[src/design/lin_move_pkg.sv]
// Constants, register map and helper functions of the position decoder.
// Assumes frames reach the block as whole bytes from a LIN byte engine.
package lin_move_pkg;

	// ------------------------------------------------------------
	// Register map (byte addresses, one 32-bit word each)
	// ------------------------------------------------------------
	localparam logic [7:0]  REG_CTRL      = 8'h00;
	localparam logic [7:0]  REG_IDCFG     = 8'h04;
	localparam logic [7:0]  REG_TARGET    = 8'h08;
	localparam logic [7:0]  REG_STATUS    = 8'h0c;
	localparam int          CTRL_STEP_LSB = 0;
	localparam int          CTRL_EN_BIT   = 8;
	localparam int          IDCFG_DIR_LSB = 0;
	localparam int          IDCFG_GP_LSB  = 8;
	localparam int          IDCFG_C1_LSB  = 16;
	localparam int          IDCFG_C2_LSB  = 24;
	localparam logic [1:0]  STEP_RESET    = 2'h0;
	localparam logic        EN_RESET      = 1'b1;
	localparam logic [31:0] IDCFG_RESET   = 32'h2102_2001;

	// ------------------------------------------------------------
	// Frame layout
	// ------------------------------------------------------------
	localparam logic [5:0] DIAG_FRAME_ID              = 6'h3c;
	localparam logic [5:0] CLASSIC_CS_FROM            = 6'h3c;
	localparam logic [7:0] APPLICATION_COMMAND_MARKER = 8'h80;
	localparam logic [7:0] MOVE_CMD_BYTE              = 8'h8b;
	localparam logic [1:0] HALF_STEP                  = 2'h0;
	localparam logic [1:0] GP_ID_TOP                  = 2'h2;
	localparam logic [3:0] LEN_TWO                    = 4'h2;
	localparam logic [3:0] LEN_FOUR                   = 4'h4;
	localparam logic [3:0] LEN_EIGHT                  = 4'h8;
	localparam logic [7:0] CS_GOOD                    = 8'hff;
	localparam int         MAX_DATA                   = 8;

	// Sum with end-around carry, as the LIN checksum needs
	function automatic logic [7:0] add_carry(input logic [7:0] a, input logic [7:0] b);
		logic [8:0] s;
		s = {1'b0, a} + {1'b0, b};
		return s[7:0] + {7'h00, s[8]};
	endfunction

	function automatic logic pid_parity_ok(input logic [7:0] p);
		logic p0;
		logic p1;
		p0 = p[0] ^ p[1] ^ p[2] ^ p[4];
		p1 = ~(p[1] ^ p[3] ^ p[4] ^ p[5]);
		return (p[6] == p0) && (p[7] == p1);
	endfunction

endpackage

[src/design/frame_if.sv]
// Carrier of one captured LIN frame from the byte collector to the decoder.
// Assumes one driver (capture) and one reader (decode).
`timescale 1ns/1ps
interface frame_if;
	logic       done;
	logic       ok;
	logic [7:0] pid;
	logic [3:0] len;
	logic [7:0] data [0:7];
	modport capture (output done, output ok, output pid, output len, output data);
	modport decode  (input done, input ok, input pid, input len, input data);
endinterface

[src/design/lin_position_command_decoder.sv]
// Decoder of LIN absolute and compact move frames for a positioner node.
// Assumes a LIN byte engine delivers frame bytes synchronous to SYS_CLK_I.
//
// Contract
// - Direct frame: two bytes, high then low
// - Identifier: parity on top, bit5 zero
// - General frame: command, address, position bytes
// - General broadcast clear: every node adopts position
// - Diagnostic 0x3C frame carries two motor slots
// - Full-range positions are signed 16-bit
// - Compact moves only in half stepping
// - Compact address is four OTP bits
// - One-motor compact byte layout
// - Compact broadcast clear: every node adopts position
// - Two-motor compact frame with two slots
// - Compact slots compare low four address bits
// - Compact positions are signed 11-bit
//
// The APB interface to the registers and the register offsets were left to the implementer.
`timescale 1ns/1ps
module lin_position_command_decoder
	import lin_move_pkg::*;
(
	input  wire logic        SYS_CLK_I,
	input  wire logic        ARST_N_I,
	input  wire logic        FRAME_START_I,
	input  wire logic        BYTE_VALID_I,
	input  wire logic [7:0]  BYTE_I,
	input  wire logic        FRAME_END_I,
	input  wire logic [3:0]  OTP_NODE_ADDRESS_BITS_I,
	input  wire logic        HARDWIRED_ADDRESS_BIT_A_I,
	input  wire logic        HARDWIRED_ADDRESS_BIT_B_I,
	input  wire logic        HARDWIRED_ADDRESS_BIT_C_I,
	input  wire logic        PSEL_I,
	input  wire logic        PENABLE_I,
	input  wire logic        PWRITE_I,
	input  wire logic [7:0]  PADDR_I,
	input  wire logic [31:0] PWDATA_I,
	output logic      [31:0] PRDATA_O,
	output logic             PREADY_O,
	output logic             PSLVERR_O,
	output logic      [15:0] TARGET_POSITION_O,
	output logic             TARGET_UPDATE_O,
	output logic             FRAME_REJECT_O
);

	// ------------------------------------------------------------
	// Reset release
	// ------------------------------------------------------------
	logic rst_meta;
	logic rst_n;

	always_ff @(posedge SYS_CLK_I or negedge ARST_N_I) begin
		if (!ARST_N_I) begin
			rst_meta <= 1'b0;
			rst_n    <= 1'b0;
		end else begin
			rst_meta <= 1'b1;
			rst_n    <= rst_meta;
		end
	end

	// ------------------------------------------------------------
	// Frame capture
	// ------------------------------------------------------------
	frame_if frm();

	lin_frame_capture u_capture (
		.clk_i         (SYS_CLK_I),
		.rst_n_i       (rst_n),
		.frame_start_i (FRAME_START_I),
		.byte_valid_i  (BYTE_VALID_I),
		.byte_i        (BYTE_I),
		.frame_end_i   (FRAME_END_I),
		.frm           (frm.capture)
	);

	// ------------------------------------------------------------
	// Configuration held by software
	// ------------------------------------------------------------
	logic [1:0] step_resolution_select;
	logic       decode_enable;
	logic [5:0] direct_move_fid;
	logic [5:0] general_move_fid;
	logic [5:0] compact_one_fid;
	logic [5:0] compact_two_fid;

	// ------------------------------------------------------------
	// Frame classification
	// ------------------------------------------------------------
	wire logic [5:0] frame_identifier_field = frm.pid[5:0];
	wire logic [6:0] own_address = {HARDWIRED_ADDRESS_BIT_C_I,
	                                 HARDWIRED_ADDRESS_BIT_B_I,
	                                 HARDWIRED_ADDRESS_BIT_A_I,
	                                 OTP_NODE_ADDRESS_BITS_I};
	wire logic [3:0] otp_node_address_bits = OTP_NODE_ADDRESS_BITS_I;

	wire logic [7:0] d1 = frm.data[0];
	wire logic [7:0] d2 = frm.data[1];
	wire logic [7:0] d3 = frm.data[2];
	wire logic [7:0] d4 = frm.data[3];
	wire logic [7:0] d5 = frm.data[4];
	wire logic [7:0] d6 = frm.data[5];
	wire logic [7:0] d7 = frm.data[6];
	wire logic [7:0] d8 = frm.data[7];

	wire logic pid_ok     = pid_parity_ok(frm.pid);
	wire logic frame_good = frm.done && frm.ok && pid_ok && decode_enable;
	wire logic frame_bad  = frm.done && !(frm.ok && pid_ok);
	wire logic half_step  = step_resolution_select == HALF_STEP;

	// Direct frames need identifier bit 5 clear
	wire logic is_direct = (frame_identifier_field == direct_move_fid)
	                    && !frame_identifier_field[5]
	                    && (frm.len == LEN_TWO);

	wire logic is_general = (frame_identifier_field == general_move_fid)
	                     && (frm.len == LEN_FOUR)
	                     && (d1 == MOVE_CMD_BYTE);

	wire logic is_diag = (frame_identifier_field == DIAG_FRAME_ID)
	                  && (frm.len == LEN_EIGHT)
	                  && (d1 == APPLICATION_COMMAND_MARKER)
	                  && (d2 == MOVE_CMD_BYTE);

	// Compact forms are dropped outside half stepping
	wire logic is_compact_one = half_step
	                         && (frame_identifier_field == compact_one_fid)
	                         && !frame_identifier_field[5]
	                         && (frm.len == LEN_TWO);

	wire logic is_compact_two = half_step
	                         && (frame_identifier_field == compact_two_fid)
	                         && (frame_identifier_field[5:4] == GP_ID_TOP)
	                         && (frm.len == LEN_FOUR);

	// ------------------------------------------------------------
	// Address slots
	// ------------------------------------------------------------
	logic hit_general;
	logic hit_diag_one;
	logic hit_diag_two;
	logic hit_compact;
	logic hit_pair_one;
	logic hit_pair_two;

	address_slot_match #(.AW(7), .OPEN_ON_CLEAR(1'b1)) u_slot_general (
		.tag_i   (d2[7]),
		.field_i (d2[6:0]),
		.own_i   (own_address),
		.hit_o   (hit_general)
	);

	// Diagnostic slots carry a fixed one in bit 7; a zero there selects nobody
	address_slot_match #(.AW(7), .OPEN_ON_CLEAR(1'b0)) u_slot_diag_one (
		.tag_i   (d3[7]),
		.field_i (d3[6:0]),
		.own_i   (own_address),
		.hit_o   (hit_diag_one)
	);

	address_slot_match #(.AW(7), .OPEN_ON_CLEAR(1'b0)) u_slot_diag_two (
		.tag_i   (d6[7]),
		.field_i (d6[6:0]),
		.own_i   (own_address),
		.hit_o   (hit_diag_two)
	);

	address_slot_match #(.AW(4), .OPEN_ON_CLEAR(1'b1)) u_slot_compact (
		.tag_i   (d1[4]),
		.field_i (d1[3:0]),
		.own_i   (otp_node_address_bits),
		.hit_o   (hit_compact)
	);

	address_slot_match #(.AW(4), .OPEN_ON_CLEAR(1'b0)) u_slot_pair_one (
		.tag_i   (d1[4]),
		.field_i (d1[3:0]),
		.own_i   (otp_node_address_bits),
		.hit_o   (hit_pair_one)
	);

	address_slot_match #(.AW(4), .OPEN_ON_CLEAR(1'b0)) u_slot_pair_two (
		.tag_i   (d3[4]),
		.field_i (d3[3:0]),
		.own_i   (otp_node_address_bits),
		.hit_o   (hit_pair_two)
	);

	// ------------------------------------------------------------
	// Position selection
	// ------------------------------------------------------------
	wire logic accept_full = is_direct
	                      || (is_general && hit_general)
	                      || (is_diag && (hit_diag_one || hit_diag_two));

	wire logic accept_compact = (is_compact_one && hit_compact)
	                         || (is_compact_two && (hit_pair_one || hit_pair_two));

	wire logic accept = frame_good && (accept_full || accept_compact);

	// Full-range set-points pass as signed 16-bit words
	wire logic [15:0] pos_direct  = {d1, d2};
	wire logic [15:0] pos_general = {d3, d4};
	wire logic [15:0] pos_diag    = hit_diag_one ? {d4, d5} : {d7, d8};

	// Compact set-points are sign-extended from bit 10
	wire logic [15:0] pos_compact_one = {{5{d1[7]}}, d1[7:5], d2};
	wire logic [15:0] pos_pair_one    = {{5{d1[7]}}, d1[7:5], d2};
	wire logic [15:0] pos_pair_two    = {{5{d3[7]}}, d3[7:5], d4};

	// First matching slot wins when a frame names the node twice
	wire logic [15:0] next_position =
		is_direct                    ? pos_direct :
		(is_general && hit_general)  ? pos_general :
		(is_diag)                    ? pos_diag :
		is_compact_one               ? pos_compact_one :
		hit_pair_one                 ? pos_pair_one :
		                               pos_pair_two;

	// ------------------------------------------------------------
	// Target and counters
	// ------------------------------------------------------------
	logic       compact_last;
	logic       target_seen;
	logic [7:0] accept_count;
	logic [7:0] reject_count;

	always_ff @(posedge SYS_CLK_I or negedge rst_n) begin
		if (!rst_n) begin
			TARGET_POSITION_O <= 16'h0000;
			TARGET_UPDATE_O   <= 1'b0;
			FRAME_REJECT_O    <= 1'b0;
			compact_last      <= 1'b0;
			target_seen       <= 1'b0;
		end else begin
			TARGET_UPDATE_O <= accept;
			FRAME_REJECT_O  <= frame_bad;
			if (accept) begin
				TARGET_POSITION_O <= next_position;
				compact_last      <= !accept_full;
				target_seen       <= 1'b1;
			end
		end
	end

	// Counters wrap; software reads them as differences
	always_ff @(posedge SYS_CLK_I or negedge rst_n) begin
		if (!rst_n) begin
			accept_count <= 8'h00;
			reject_count <= 8'h00;
		end else begin
			accept_count <= accept_count + {7'h00, accept};
			reject_count <= reject_count + {7'h00, frame_bad};
		end
	end

	// ------------------------------------------------------------
	// APB slave
	// ------------------------------------------------------------
	wire logic setup_phase = PSEL_I && !PENABLE_I;
	wire logic write_now   = PSEL_I && PENABLE_I && PREADY_O && PWRITE_I;
	wire logic sel_ctrl    = PADDR_I == REG_CTRL;
	wire logic sel_idcfg   = PADDR_I == REG_IDCFG;
	wire logic sel_target  = PADDR_I == REG_TARGET;
	wire logic sel_status  = PADDR_I == REG_STATUS;
	wire logic mapped      = sel_ctrl || sel_idcfg || sel_target || sel_status;

	wire logic [31:0] ctrl_word  = {23'h000000, decode_enable, 6'h00, step_resolution_select};
	wire logic [31:0] idcfg_word = {2'h0, compact_two_fid, 2'h0, compact_one_fid,
	                                2'h0, general_move_fid, 2'h0, direct_move_fid};
	wire logic [31:0] targ_word  = {14'h0000, compact_last, target_seen, TARGET_POSITION_O};
	wire logic [31:0] stat_word  = {16'h0000, reject_count, accept_count};

	wire logic [31:0] read_mux = sel_ctrl   ? ctrl_word :
	                             sel_idcfg  ? idcfg_word :
	                             sel_target ? targ_word :
	                             sel_status ? stat_word : 32'h0000_0000;

	// Zero-wait answer: ready and data are set up during the setup cycle
	always_ff @(posedge SYS_CLK_I or negedge rst_n) begin
		if (!rst_n) begin
			PREADY_O  <= 1'b0;
			PSLVERR_O <= 1'b0;
			PRDATA_O  <= 32'h0000_0000;
		end else begin
			PREADY_O  <= setup_phase;
			PSLVERR_O <= setup_phase && !mapped;
			if (setup_phase) begin
				PRDATA_O <= PWRITE_I ? 32'h0000_0000 : read_mux;
			end
		end
	end

	always_ff @(posedge SYS_CLK_I or negedge rst_n) begin
		if (!rst_n) begin
			step_resolution_select <= STEP_RESET;
			decode_enable          <= EN_RESET;
		end else if (write_now && sel_ctrl) begin
			step_resolution_select <= PWDATA_I[CTRL_STEP_LSB +: 2];
			decode_enable          <= PWDATA_I[CTRL_EN_BIT];
		end
	end

	always_ff @(posedge SYS_CLK_I or negedge rst_n) begin
		if (!rst_n) begin
			direct_move_fid  <= IDCFG_RESET[IDCFG_DIR_LSB +: 6];
			general_move_fid <= IDCFG_RESET[IDCFG_GP_LSB +: 6];
			compact_one_fid  <= IDCFG_RESET[IDCFG_C1_LSB +: 6];
			compact_two_fid  <= IDCFG_RESET[IDCFG_C2_LSB +: 6];
		end else if (write_now && sel_idcfg) begin
			direct_move_fid  <= PWDATA_I[IDCFG_DIR_LSB +: 6];
			general_move_fid <= PWDATA_I[IDCFG_GP_LSB +: 6];
			compact_one_fid  <= PWDATA_I[IDCFG_C1_LSB +: 6];
			compact_two_fid  <= PWDATA_I[IDCFG_C2_LSB +: 6];
		end
	end

	// ------------------------------------------------------------
	// Assertions
	// ------------------------------------------------------------
	a_direct_bytes: assert property (@(posedge SYS_CLK_I) disable iff (!rst_n)
		(frame_good && is_direct) |=> (TARGET_UPDATE_O && TARGET_POSITION_O == {$past(d1), $past(d2)}))
		else $error("direct move position not taken high byte first");

	a_pid_reject: assert property (@(posedge SYS_CLK_I) disable iff (!rst_n)
		(frm.done && !pid_parity_ok(frm.pid)) |=> !TARGET_UPDATE_O)
		else $error("frame with bad identifier parity updated target");

	a_general_fields: assert property (@(posedge SYS_CLK_I) disable iff (!rst_n)
		(frame_good && is_general && hit_general && !is_direct)
		|=> (TARGET_POSITION_O == {$past(d3), $past(d4)}))
		else $error("general move position taken from wrong bytes");

	a_general_bcast: assert property (@(posedge SYS_CLK_I) disable iff (!rst_n)
		(frame_good && is_general && !d2[7]) |=> TARGET_UPDATE_O)
		else $error("general broadcast move not adopted");

	a_diag_slot: assert property (@(posedge SYS_CLK_I) disable iff (!rst_n)
		(frame_good && is_diag && hit_diag_one && !is_direct && !is_general)
		|=> (TARGET_POSITION_O == {$past(d4), $past(d5)}))
		else $error("first diagnostic slot position wrong");

	a_step_gate: assert property (@(posedge SYS_CLK_I) disable iff (!rst_n)
		(frame_good && !half_step && !accept_full) |=> !TARGET_UPDATE_O)
		else $error("compact move acted on outside half stepping");

	a_compact_one: assert property (@(posedge SYS_CLK_I) disable iff (!rst_n)
		(frame_good && is_compact_one && hit_compact && !accept_full)
		|=> ((TARGET_POSITION_O[7:0] == $past(d2))
		    && ({TARGET_POSITION_O[10:8], 5'h00} == ($past(d1) & 8'he0))))
		else $error("one-motor compact position wrong");

	a_compact_sign: assert property (@(posedge SYS_CLK_I) disable iff (!rst_n)
		(TARGET_UPDATE_O && compact_last) |-> (TARGET_POSITION_O[15:11] == {5{TARGET_POSITION_O[10]}}))
		else $error("compact position not sign-extended");

	a_bad_hold: assert property (@(posedge SYS_CLK_I) disable iff (!rst_n)
		(frm.done && !frm.ok) |=> (!TARGET_UPDATE_O && $stable(TARGET_POSITION_O) && FRAME_REJECT_O))
		else $error("bad checksum frame changed target");

endmodule

[src/design/lin_frame_capture.sv]
// Collects the bytes of one LIN frame and checks its trailing checksum.
// Assumes frame_end_i comes in a cycle after the checksum byte.
`timescale 1ns/1ps
module lin_frame_capture
	import lin_move_pkg::*;
(
	input  wire logic       clk_i,
	input  wire logic       rst_n_i,
	input  wire logic       frame_start_i,
	input  wire logic       byte_valid_i,
	input  wire logic [7:0] byte_i,
	input  wire logic       frame_end_i,
	frame_if.capture        frm
);
	typedef enum logic [2:0] {
		ST_IDLE = 3'b001,
		ST_PID  = 3'b010,
		ST_DATA = 3'b100
	} cap_state_t;

	cap_state_t state;
	logic [3:0] cnt;
	logic [7:0] sum_cls;
	logic [7:0] sum_enh;

	// Identifiers 0x3C and up use the classic sum, all others include the identifier
	wire logic       classic  = frm.pid[5:0] >= CLASSIC_CS_FROM;
	wire logic [7:0] sum_pick = classic ? sum_cls : sum_enh;
	wire logic       len_ok   = (cnt >= 4'h2) && (cnt <= 4'h9);

	always_ff @(posedge clk_i or negedge rst_n_i) begin
		if (!rst_n_i) begin
			state   <= ST_IDLE;
			cnt     <= 4'h0;
			sum_cls <= 8'h00;
			sum_enh <= 8'h00;
			frm.pid <= 8'h00;
			frm.len <= 4'h0;
			frm.ok  <= 1'b0;
			frm.done <= 1'b0;
			for (int i = 0; i < MAX_DATA; i++) begin
				frm.data[i] <= 8'h00;
			end
		end else begin
			frm.done <= 1'b0;
			if (frame_start_i) begin
				state <= ST_PID;
				cnt   <= 4'h0;
			end else unique case (state)
				ST_IDLE: ;
				ST_PID: begin
					if (byte_valid_i) begin
						frm.pid <= byte_i;
						sum_enh <= byte_i;
						sum_cls <= 8'h00;
						state   <= ST_DATA;
					end
					if (frame_end_i) state <= ST_IDLE;
				end
				ST_DATA: begin
					if (byte_valid_i && cnt != 4'ha) begin
						if (cnt < 4'h8) frm.data[cnt[2:0]] <= byte_i;
						sum_cls <= add_carry(sum_cls, byte_i);
						sum_enh <= add_carry(sum_enh, byte_i);
						cnt     <= cnt + 4'h1;
					end
					if (frame_end_i) begin
						frm.done <= 1'b1;
						frm.ok   <= len_ok && (sum_pick == CS_GOOD);
						frm.len  <= cnt - 4'h1;
						state    <= ST_IDLE;
					end
				end
			endcase
		end
	end
endmodule

[src/design/address_slot_match.sv]
// Decides whether one address slot of a move frame selects this node.
// Assumes the own address is already cut to the slot's field width.
`timescale 1ns/1ps
module address_slot_match #(
	parameter int   AW            = 7,
	parameter logic OPEN_ON_CLEAR = 1'b1
) (
	input  wire logic          tag_i,
	input  wire logic [AW-1:0] field_i,
	input  wire logic [AW-1:0] own_i,
	output wire logic          hit_o
);
	if (AW < 1 || AW > 7) begin : g_bad_width
		$error("address_slot_match: AW must be 1 to 7");
	end

	// Tag clear opens the slot to every node where the format allows it
	assign hit_o = tag_i ? (field_i == own_i) : OPEN_ON_CLEAR;
endmodule

[config.mk]
export PLATFORM = sky130hd
export DESIGN_NAME = lin_position_command_decoder
export DESIGN_NICKNAME = d
export VERILOG_FILES = /design/src/design/lin_move_pkg.sv /design/src/design/frame_if.sv /design/src/design/lin_position_command_decoder.sv /design/src/design/lin_frame_capture.sv /design/src/design/address_slot_match.sv
export SDC_FILE = /design/constraint.sdc
export NUM_CORES = 1
export LEC_CHECK = 0
export ABC_AREA = 0
export BUFFER_PORTS_ARGS = -buffer_cell sky130_fd_sc_hd__buf_2
export CAP_MARGIN = 25
export CORE_MARGIN = 5
export CORE_UTILIZATION = 25
export CTS_CLUSTER_DIAMETER = 50
export DETAILED_ROUTE_END_ITERATION = 10
export GPL_TIMING_DRIVEN = 0
export PLACE_DENSITY = 0.44
export SKIP_LAST_GASP = 1
export SYNTH_ARGS = -nofsm -noshare
export SYNTH_HDL_FRONTEND = slang
export SYNTH_SLANG_ARGS = --single-unit
[constraint.sdc]
create_clock -name SYS_CLK_I -period 18.6 [get_ports SYS_CLK_I]
set_clock_uncertainty 0.2 [all_clocks]
set_input_delay 1.86 -clock SYS_CLK_I [delete_from_list [all_inputs] [get_ports SYS_CLK_I]]
set_output_delay 1.86 -clock SYS_CLK_I [all_outputs]
set_load 0.01 [all_outputs]
==> results.md, run 1 <==
* Status: finished clean
* M1 GR Usage at 0.193
* Layout fillers at ~4,300
* Clk sinks at roughly 200
* Crit-path most repeated cell: buf_2
* Port Buffers at roughly 100
* CTS tree: built
* Seq/Total Area, Yosys at 0.479
* Area growth, synth to finish at 17.9%
* Max FO, Critical Path at 8
* CP bufs+invs at 2
* Initial antenna violation count at 0
* Clock transition at path regs at about 0.070 ns
* Lkg Pwr at ~0.0058 uW
* Peak VDD IR at 0.0660 mV
* Chip Height at ~210 um
* Most frequent cells in the layout: dfrtp_1 (188), buf_2 (107), mux2_2 (97)
* Post-synth top area share at 0.461
* Clock Path Buffers at 2
* RSZ-0062 raised after global routing: false
* Sw Pwr at 325 uW
* Power share of the clock group at 0.349
* N_diodes at 0
* Die width at 212 um
* Post-Place Cells at about 1,600
* Crit. End Element: flop
* Hold slack final at 0.154 ns
* Residual DRC count at 0
* Largest net degree at the start of global routing at 59
* Max Clk Rate at 201 MHz
* Critical path type: in -> reg
* Total Nets Final at roughly 1,200
* Busiest grt layer: met2
* WL final at 29.9 mm
* Pre-antenna DRT Iters at 4
* Htree depth at 4
* Final setup vio count at 0
* Slew HR at 0.489
* Remaining antenna violation count after routing at 0
* Pwr/cell area at 85.9 nW/um2
* Clock root cell: clkbuf_16
* Max_cap viols at 0
* Worst setup SP type: input pin
* Die ar. at roughly 45,000 um2
* CP required at between 15 and 20 ns
* Starting DRT DRC Count at 348
* Hold Vio Cnt, Final at 0
* Internal power at ~710 uW
* Global route total overflow at 0
* Non-filler cells, final at 1,606
* FP Rows at 74
* Worst path max stage delay at 0.54 ns
* Vias in the first global route at ~7,600
* Final period demand of the worst path at ~5 ns
* Post-CTS setup buffer count at 0
* Core footprint at about 41,000 um2
* Post-Synthesis Cells at 935
* RD Place Congestion at approximately 0.83
* CTS resizes at 0
* Part of the power in combinational logic at 0.191
* Vias at between 7,000 and 8,000
* Switching power share of the total at 0.313
* Critical-path top delay cell: o311ai_0
* Mean Syn Cell Area at around 11 um2
* Via density per instance at approximately 4.6
* Io pins at about 120
* Number of synthesized flops with an enable pin at 0
* Sequential power share at 0.460
* Met3 Resource Use GR at 0.0202
* Warnings from Yosys at 0
* Count of cell types in the netlist at between 70 and 80
* Final period utilization at 0.268
* Post-synth ARST share at 1.00
* Cell taking the most area after synthesis: dfrtp_1
* Fraction of layout cells with a size suffix above 1 at 0.257
* Tightest Pin Transition at ~0.77 ns
* Num CTS Buffers at 17
* Met2 Use GR at 0.213
* Dominant cells by area after synthesis: dfrtp_1 (46%), mux2_2 (11%), xnor2_1 (3.9%)
* Commonest non-fill, non-tap cell in the layout: dfrtp_1
* Synthesized area at 10,200 um2
* Hold buffers post-CTS at 0
* Worst path cell trace: buf_2, xor2_1, nor4_1, and4_1, buf_2, a41oi_1, o311ai_0, o21a_1, ha_1, and3_1, nand3_1, or2_2, xnor2_1
* First-pass GRT wire length at 46.5 mm
* Skew-Pair Late Insertion Delay at approximately 0.45 ns
* WL/cell at ~19 um
* Critical path arrival at roughly 5.1 ns
* Hold Crit Class: reg -> async
* Dpl hpwl at about 23 mm
* Post-synth top flop: dfrtp_1
* GRT Overall Usage at 0.135
* Cell family with most CP delay: simple AND/OR/NAND/NOR gates
* Initial core utilization at 0.252
* Final Max Slew Viols at 0
* TNS Setup at 0 ns
* Yosys reg bits at roughly 200
[flip-flops by register name, summed over array words and instances, names as in the netlist, 2 cells and up]
name                    flops
u_capture.sum_enh           8
TARGET_POSITION_O          16
step_resolution_select      2
u_capture.sum_cls           8
compact_one_fid             6
accept_count                8
compact_two_fid             6
PRDATA_O                   28
reject_count                8
u_capture.frm.data         64
u_capture.frm.pid           8
direct_move_fid             6
general_move_fid            6
u_capture.state             3
u_capture.cnt               4
u_capture.frm.len           4
[worst paths after layout]
check / start / end / slack (ns) / depth (start not counted)
setup / recovery: OTP_NODE_ADDRESS_BITS_I[3] / accept_count[7]$_DFF_PN0_ / 13.62 / 13
hold / removal: rst_n$_DFF_PN0_ / PRDATA_O[6]$_DFFE_PN0P_ / 0.15 / 0
setup reg to reg: u_capture.frm.data[43]$_DFFE_PN0P_ / accept_count[7]$_DFF_PN0_ / 14.82 / 12
hold reg to reg: rst_n$_DFF_PN0_ / PRDATA_O[6]$_DFFE_PN0P_ / 0.15 / 0
max in group asynchronous: ARST_N_I / rst_n$_DFF_PN0_ / 17.11 / 1
min in group SYS_CLK_I: rst_meta$_DFF_PN0_ / rst_n$_DFF_PN0_ / 0.15 / 0
[synth_stat cells (all sizes together) (12+ instances only)]
master / n
nand2: 75
nand2b: 16
xor2: 41
nor3: 12
ha: 29
mux2i: 32
buf: 13
dfrtp: 189
mux2: 97
xnor2: 46
nand3: 25
inv: 33
a21oi: 19
nor2: 44
o21ai: 69
a22o: 19
and3: 12
clkbuf: 35
[area by class of cell]
| type | instances | area [um2] | area share |
|---|---|---|---|
| repair buffers | 104 | 588 | 0.0487 |
| inverters | 33 | 124 | 0.0103 |
| multi-input cells | 661 | 5000 | 0.414 |
| well taps | 532 | 666 | 0.0551 |
| clock inverters | 15 | 138 | 0.0114 |
| plain buffers | 48 | 220 | 0.0182 |
| flip-flops and latches | 196 | 4920 | 0.407 |
| clock buffers | 17 | 425 | 0.0352 |
[cells by family after synthesis]
family	count (synthesis)	synth area share
muxes	129	0.138
adders and majority gates	31	0.0393
DFF	196	0.479
other	2	0.000733
and+or+nand+nor	237	0.121
xor gates and xnor gates	88	0.0767
AOI/OAI and AO/OA	171	0.111
buffers and inverters	81	0.0336
[power groups by stage]
| stage | clock network (uW) | registers (uW) | logic [uW] |
|---|---|---|---|
| after floorplan | 0 | 480 | 143 |
| after global placement | 0 | 493 | 190 |
| after detailed placement | 0 | 486 | 200 |
| after CTS | 377 | 478 | 202 |
| after global routing | 391 | 481 | 226 |
| final | 362 | 478 | 198 |
[metal layers]
| metal | vias to the layer above | share of wire | routed length (um) |
|---|---|---|---|
| met5 | - | 0 | 0 |
| met4 | 0 | 0.015 | 463 |
| met3 | 26 | 0.038 | 1130 |
| met2 | 152 | 0.46 | 13700 |
| met1 | 3590 | 0.49 | 14600 |
| li1 | 3571 | - | - |
[through the flow]
step                      area [um2]  setup slack, ns  utilization  power [uW]
after floorplan                10300            12.55            -         623
after global placement         11400             9.67        0.281         683
after detailed placement       11500            13.21        0.283         686
after CTS                      12100            13.68        0.297        1060
after global routing           12100            13.48        0.297        1100
final                          12100            13.62        0.297        1040
Power figures use the tool's default switching activity.
==> run 2, diff against run 1 <==
clock period = 4.7 ns   (was 18.6 ns; I/O delays follow)
==> results.md, run 2 (synthesized netlist as in run 1, its figures left out) <==
* Status: finished clean
* Pwr/cell area at 348 nW/um2 (+300%)
* Num CTS Buffers at 17 (unchanged)
* WL final at 30.0 mm (+0.51%)
* Clock root cell: clkbuf_16
* Remaining antenna violation count after routing at 0 (unchanged)
* CTS tree: built
* Sw Pwr at 1290 uW (+300%)
* Most frequent cells in the layout: dfrtp_1 (188), buf_2 (107), mux2_2 (97)
* Vias in the first global route at 7,602 (-0.12%)
* Crit. End Element: flop
* Critical path type: reg -> reg
* Switching power share of the total at 0.306 (-0.00741)
* Die width at 212 um (unchanged)
* Largest register FFs at 64 (unchanged)
* Commonest non-fill, non-tap cell in the layout: dfrtp_1
* Final period utilization at 0.823
* Post-Route Utilization at 0.298 (+0.00163)
* Hold Crit Class: in -> reg
* Clk sinks at 196 (unchanged)
* Clock transition at path regs at 0.08 ns (about the same)
* Worst setup SP type: flop
* Final Max Slew Viols at 0 (unchanged)
* Hold depth at 2
* M1 GR Usage at 0.191 (-0.00190)
* Starting DRT DRC Count at 401 (+15%)
* Total Nets Final at 1,156 (+0.087%)
* GRT Overall Usage at 0.137 (+0.00161)
* Chip Height at 212 um (unchanged)
* Skew-Pair Late Insertion Delay at 0.46 ns (about the same)
* Worst reg2reg path depth at 12 (unchanged)
* Global route total overflow at 0 (unchanged)
* Post-Place Cells at 1,574 (unchanged)
* FP Rows at 74 (unchanged)
* WL/cell at 18.7 um (+0.45%)
* Dpl hpwl at 22.8 mm (about the same)
* Fraction of layout cells with a size suffix above 1 at 0.257 (about the same)
* Final setup vio count at 0 (unchanged)
* Port Buffers at 101 (unchanged)
* Final period demand of the worst path at 3.87 ns
* Largest reg by FF count: u_capture.frm.data
* Power share of the clock group at 0.367 (+0.018)
* RD Place Congestion at 0.866 (+3.9%)
* Vias at 7,326 (-0.18%)
* Met2 Use GR at 0.217 (+0.00461)
* Post-CTS setup buffer count at 0 (unchanged)
* Slew HR at 0.392 (-0.0964)
* RSZ-0062 raised after global routing: false
* Initial antenna violation count at 1 (+1)
* Non-filler cells, final at 1,607 (+0.062%)
* Largest net degree at the start of global routing at 55 (-6.8%)
* Part of the power in combinational logic at 0.186 (-0.005)
* Biggest regs: u_capture.frm.data x64, PRDATA_O x28, TARGET_POSITION_O x16
* Htree depth at 4 (unchanged)
* Peak VDD IR at 0.284 mV (+330%)
* First-pass GRT wire length at 47.1 mm (+1.3%)
* Tightest Pin Transition at 0.912 ns (+0.145 ns)
* Final Power at 4230 uW (+310%)
* N_diodes at 0 (unchanged)
* TNS Setup at 0 ns (unchanged)
* Max_cap viols at 0 (unchanged)
* Pre-antenna DRT Iters at 5 (+1)
* Via density per instance at 4.56 (-0.24%)
* Busiest grt layer: met2
* Core footprint at 40,700 um2 (unchanged)
* Critical path arrival at 4.01 ns (-1.10 ns)
* Io pins at 115 (unchanged)
* Internal power at 2930 uW (+310%)
* Area growth, synth to finish at 18.5%
* Lkg Pwr at 0.00585 uW (+0.57%)
* Die ar. at 45,100 um2 (unchanged)
* DP Area at 11,500 um2 (unchanged)
* Clock Path Buffers at 2 (unchanged)
* Met3 Resource Use GR at 0.0261 (+0.00590)
* Sequential power share at 0.447 (-0.013)
* Max FO, Critical Path at 8 (unchanged)
* Initial core utilization at 0.252 (unchanged)
* Design area at 12,100 um2 (+0.55%)
* Residual DRC count at 0 (unchanged)
* Layout fillers at 4,275 (+0.33%)
* Max Clk Rate at around 260 MHz
* CP required at 4.84 ns (-13.89 ns)
* Hold Vio Cnt, Final at 0 (unchanged)
[run 2: power by group through the flow]
stage	clock (uW)	sequential, uW	combinational [uW]
final	1550	1890	785
after global routing	1680	1910	891
after CTS	1610	1890	798
after detailed placement	0	1920	794
after global placement	0	1950	754
after floorplan	0	1900	565
[run 2: cell type report]
cell class | count | area [um2] | share of cell area
clock buffer | 17 | 425 | 0.0350
tap | 532 | 666 | 0.0548
buffer | 48 | 220 | 0.0181
multi-input combinational | 661 | 5000 | 0.412
timing repair buffer | 105 | 598 | 0.0492
inverter | 33 | 124 | 0.0102
clock inverter | 15 | 194 | 0.0160
sequential | 196 | 4920 | 0.405
[run 2: critical path: stages (launching register included)]
cell      delay (ns)
dfrtp_1         0.41
xor2_1          0.15
nor4_1          0.57
and4_1          0.29
buf_2           0.24
a41oi_1         0.17
o311ai_0        0.55
o21a_1          0.24
ha_1            0.21
and3_1          0.17
nand3_1         0.11
or2_2           0.32
xnor2_1         0.13
[run 2: routing by layer]
layer / wire, um / vias to the layer above / share of wire
li1: - / 3567 / -
met1: 14400 / 3593 / 0.48
met2: 13900 / 133 / 0.46
met3: 1150 / 31 / 0.038
met4: 533 / 2 / 0.018
met5: 13 / - / 0.00043
[run 2: timing repair]
action	4_1_cts	5_1_grt
gates resized for setup	0	0
endpoints found under the hold margin	2	0
hold buffers	1	0
[run 2: metrics by stage]
stage          worst slack (ns)  hold WS (ns)
2_1_floorplan              1.28       -0.0256
3_3_place_gp             -0.272        0.0556
3_5_place_dp              0.630        0.0570
4_1_cts                   0.868        0.0158
5_1_grt                   0.613        0.0309
6_report                  0.831        0.0443
[run 2: final timing paths]
| path | start | end | slack [ns] |
|---|---|---|---|
| hold reg to reg | rst_n$_DFF_PN0_ | reject_count[7]$_DFF_PN0_ | 0.15 |
| setup reg to reg | u_capture.frm.data[43]$_DFFE_PN0P_ | accept_count[7]$_DFF_PN0_ | 0.83 |
| min in group asynchronous | ARST_N_I | rst_n$_DFF_PN0_ | 0.13 |
| max in group asynchronous | rst_n$_DFF_PN0_ | u_capture.state[0]$_DFFE_PN1P_ | 3.08 |
| hold / removal | PWDATA_I[13] | general_move_fid[5]$_DFFE_PN1P_ | 0.04 |
| setup / recovery | u_capture.frm.data[43]$_DFFE_PN0P_ | accept_count[7]$_DFF_PN0_ | 0.83 |
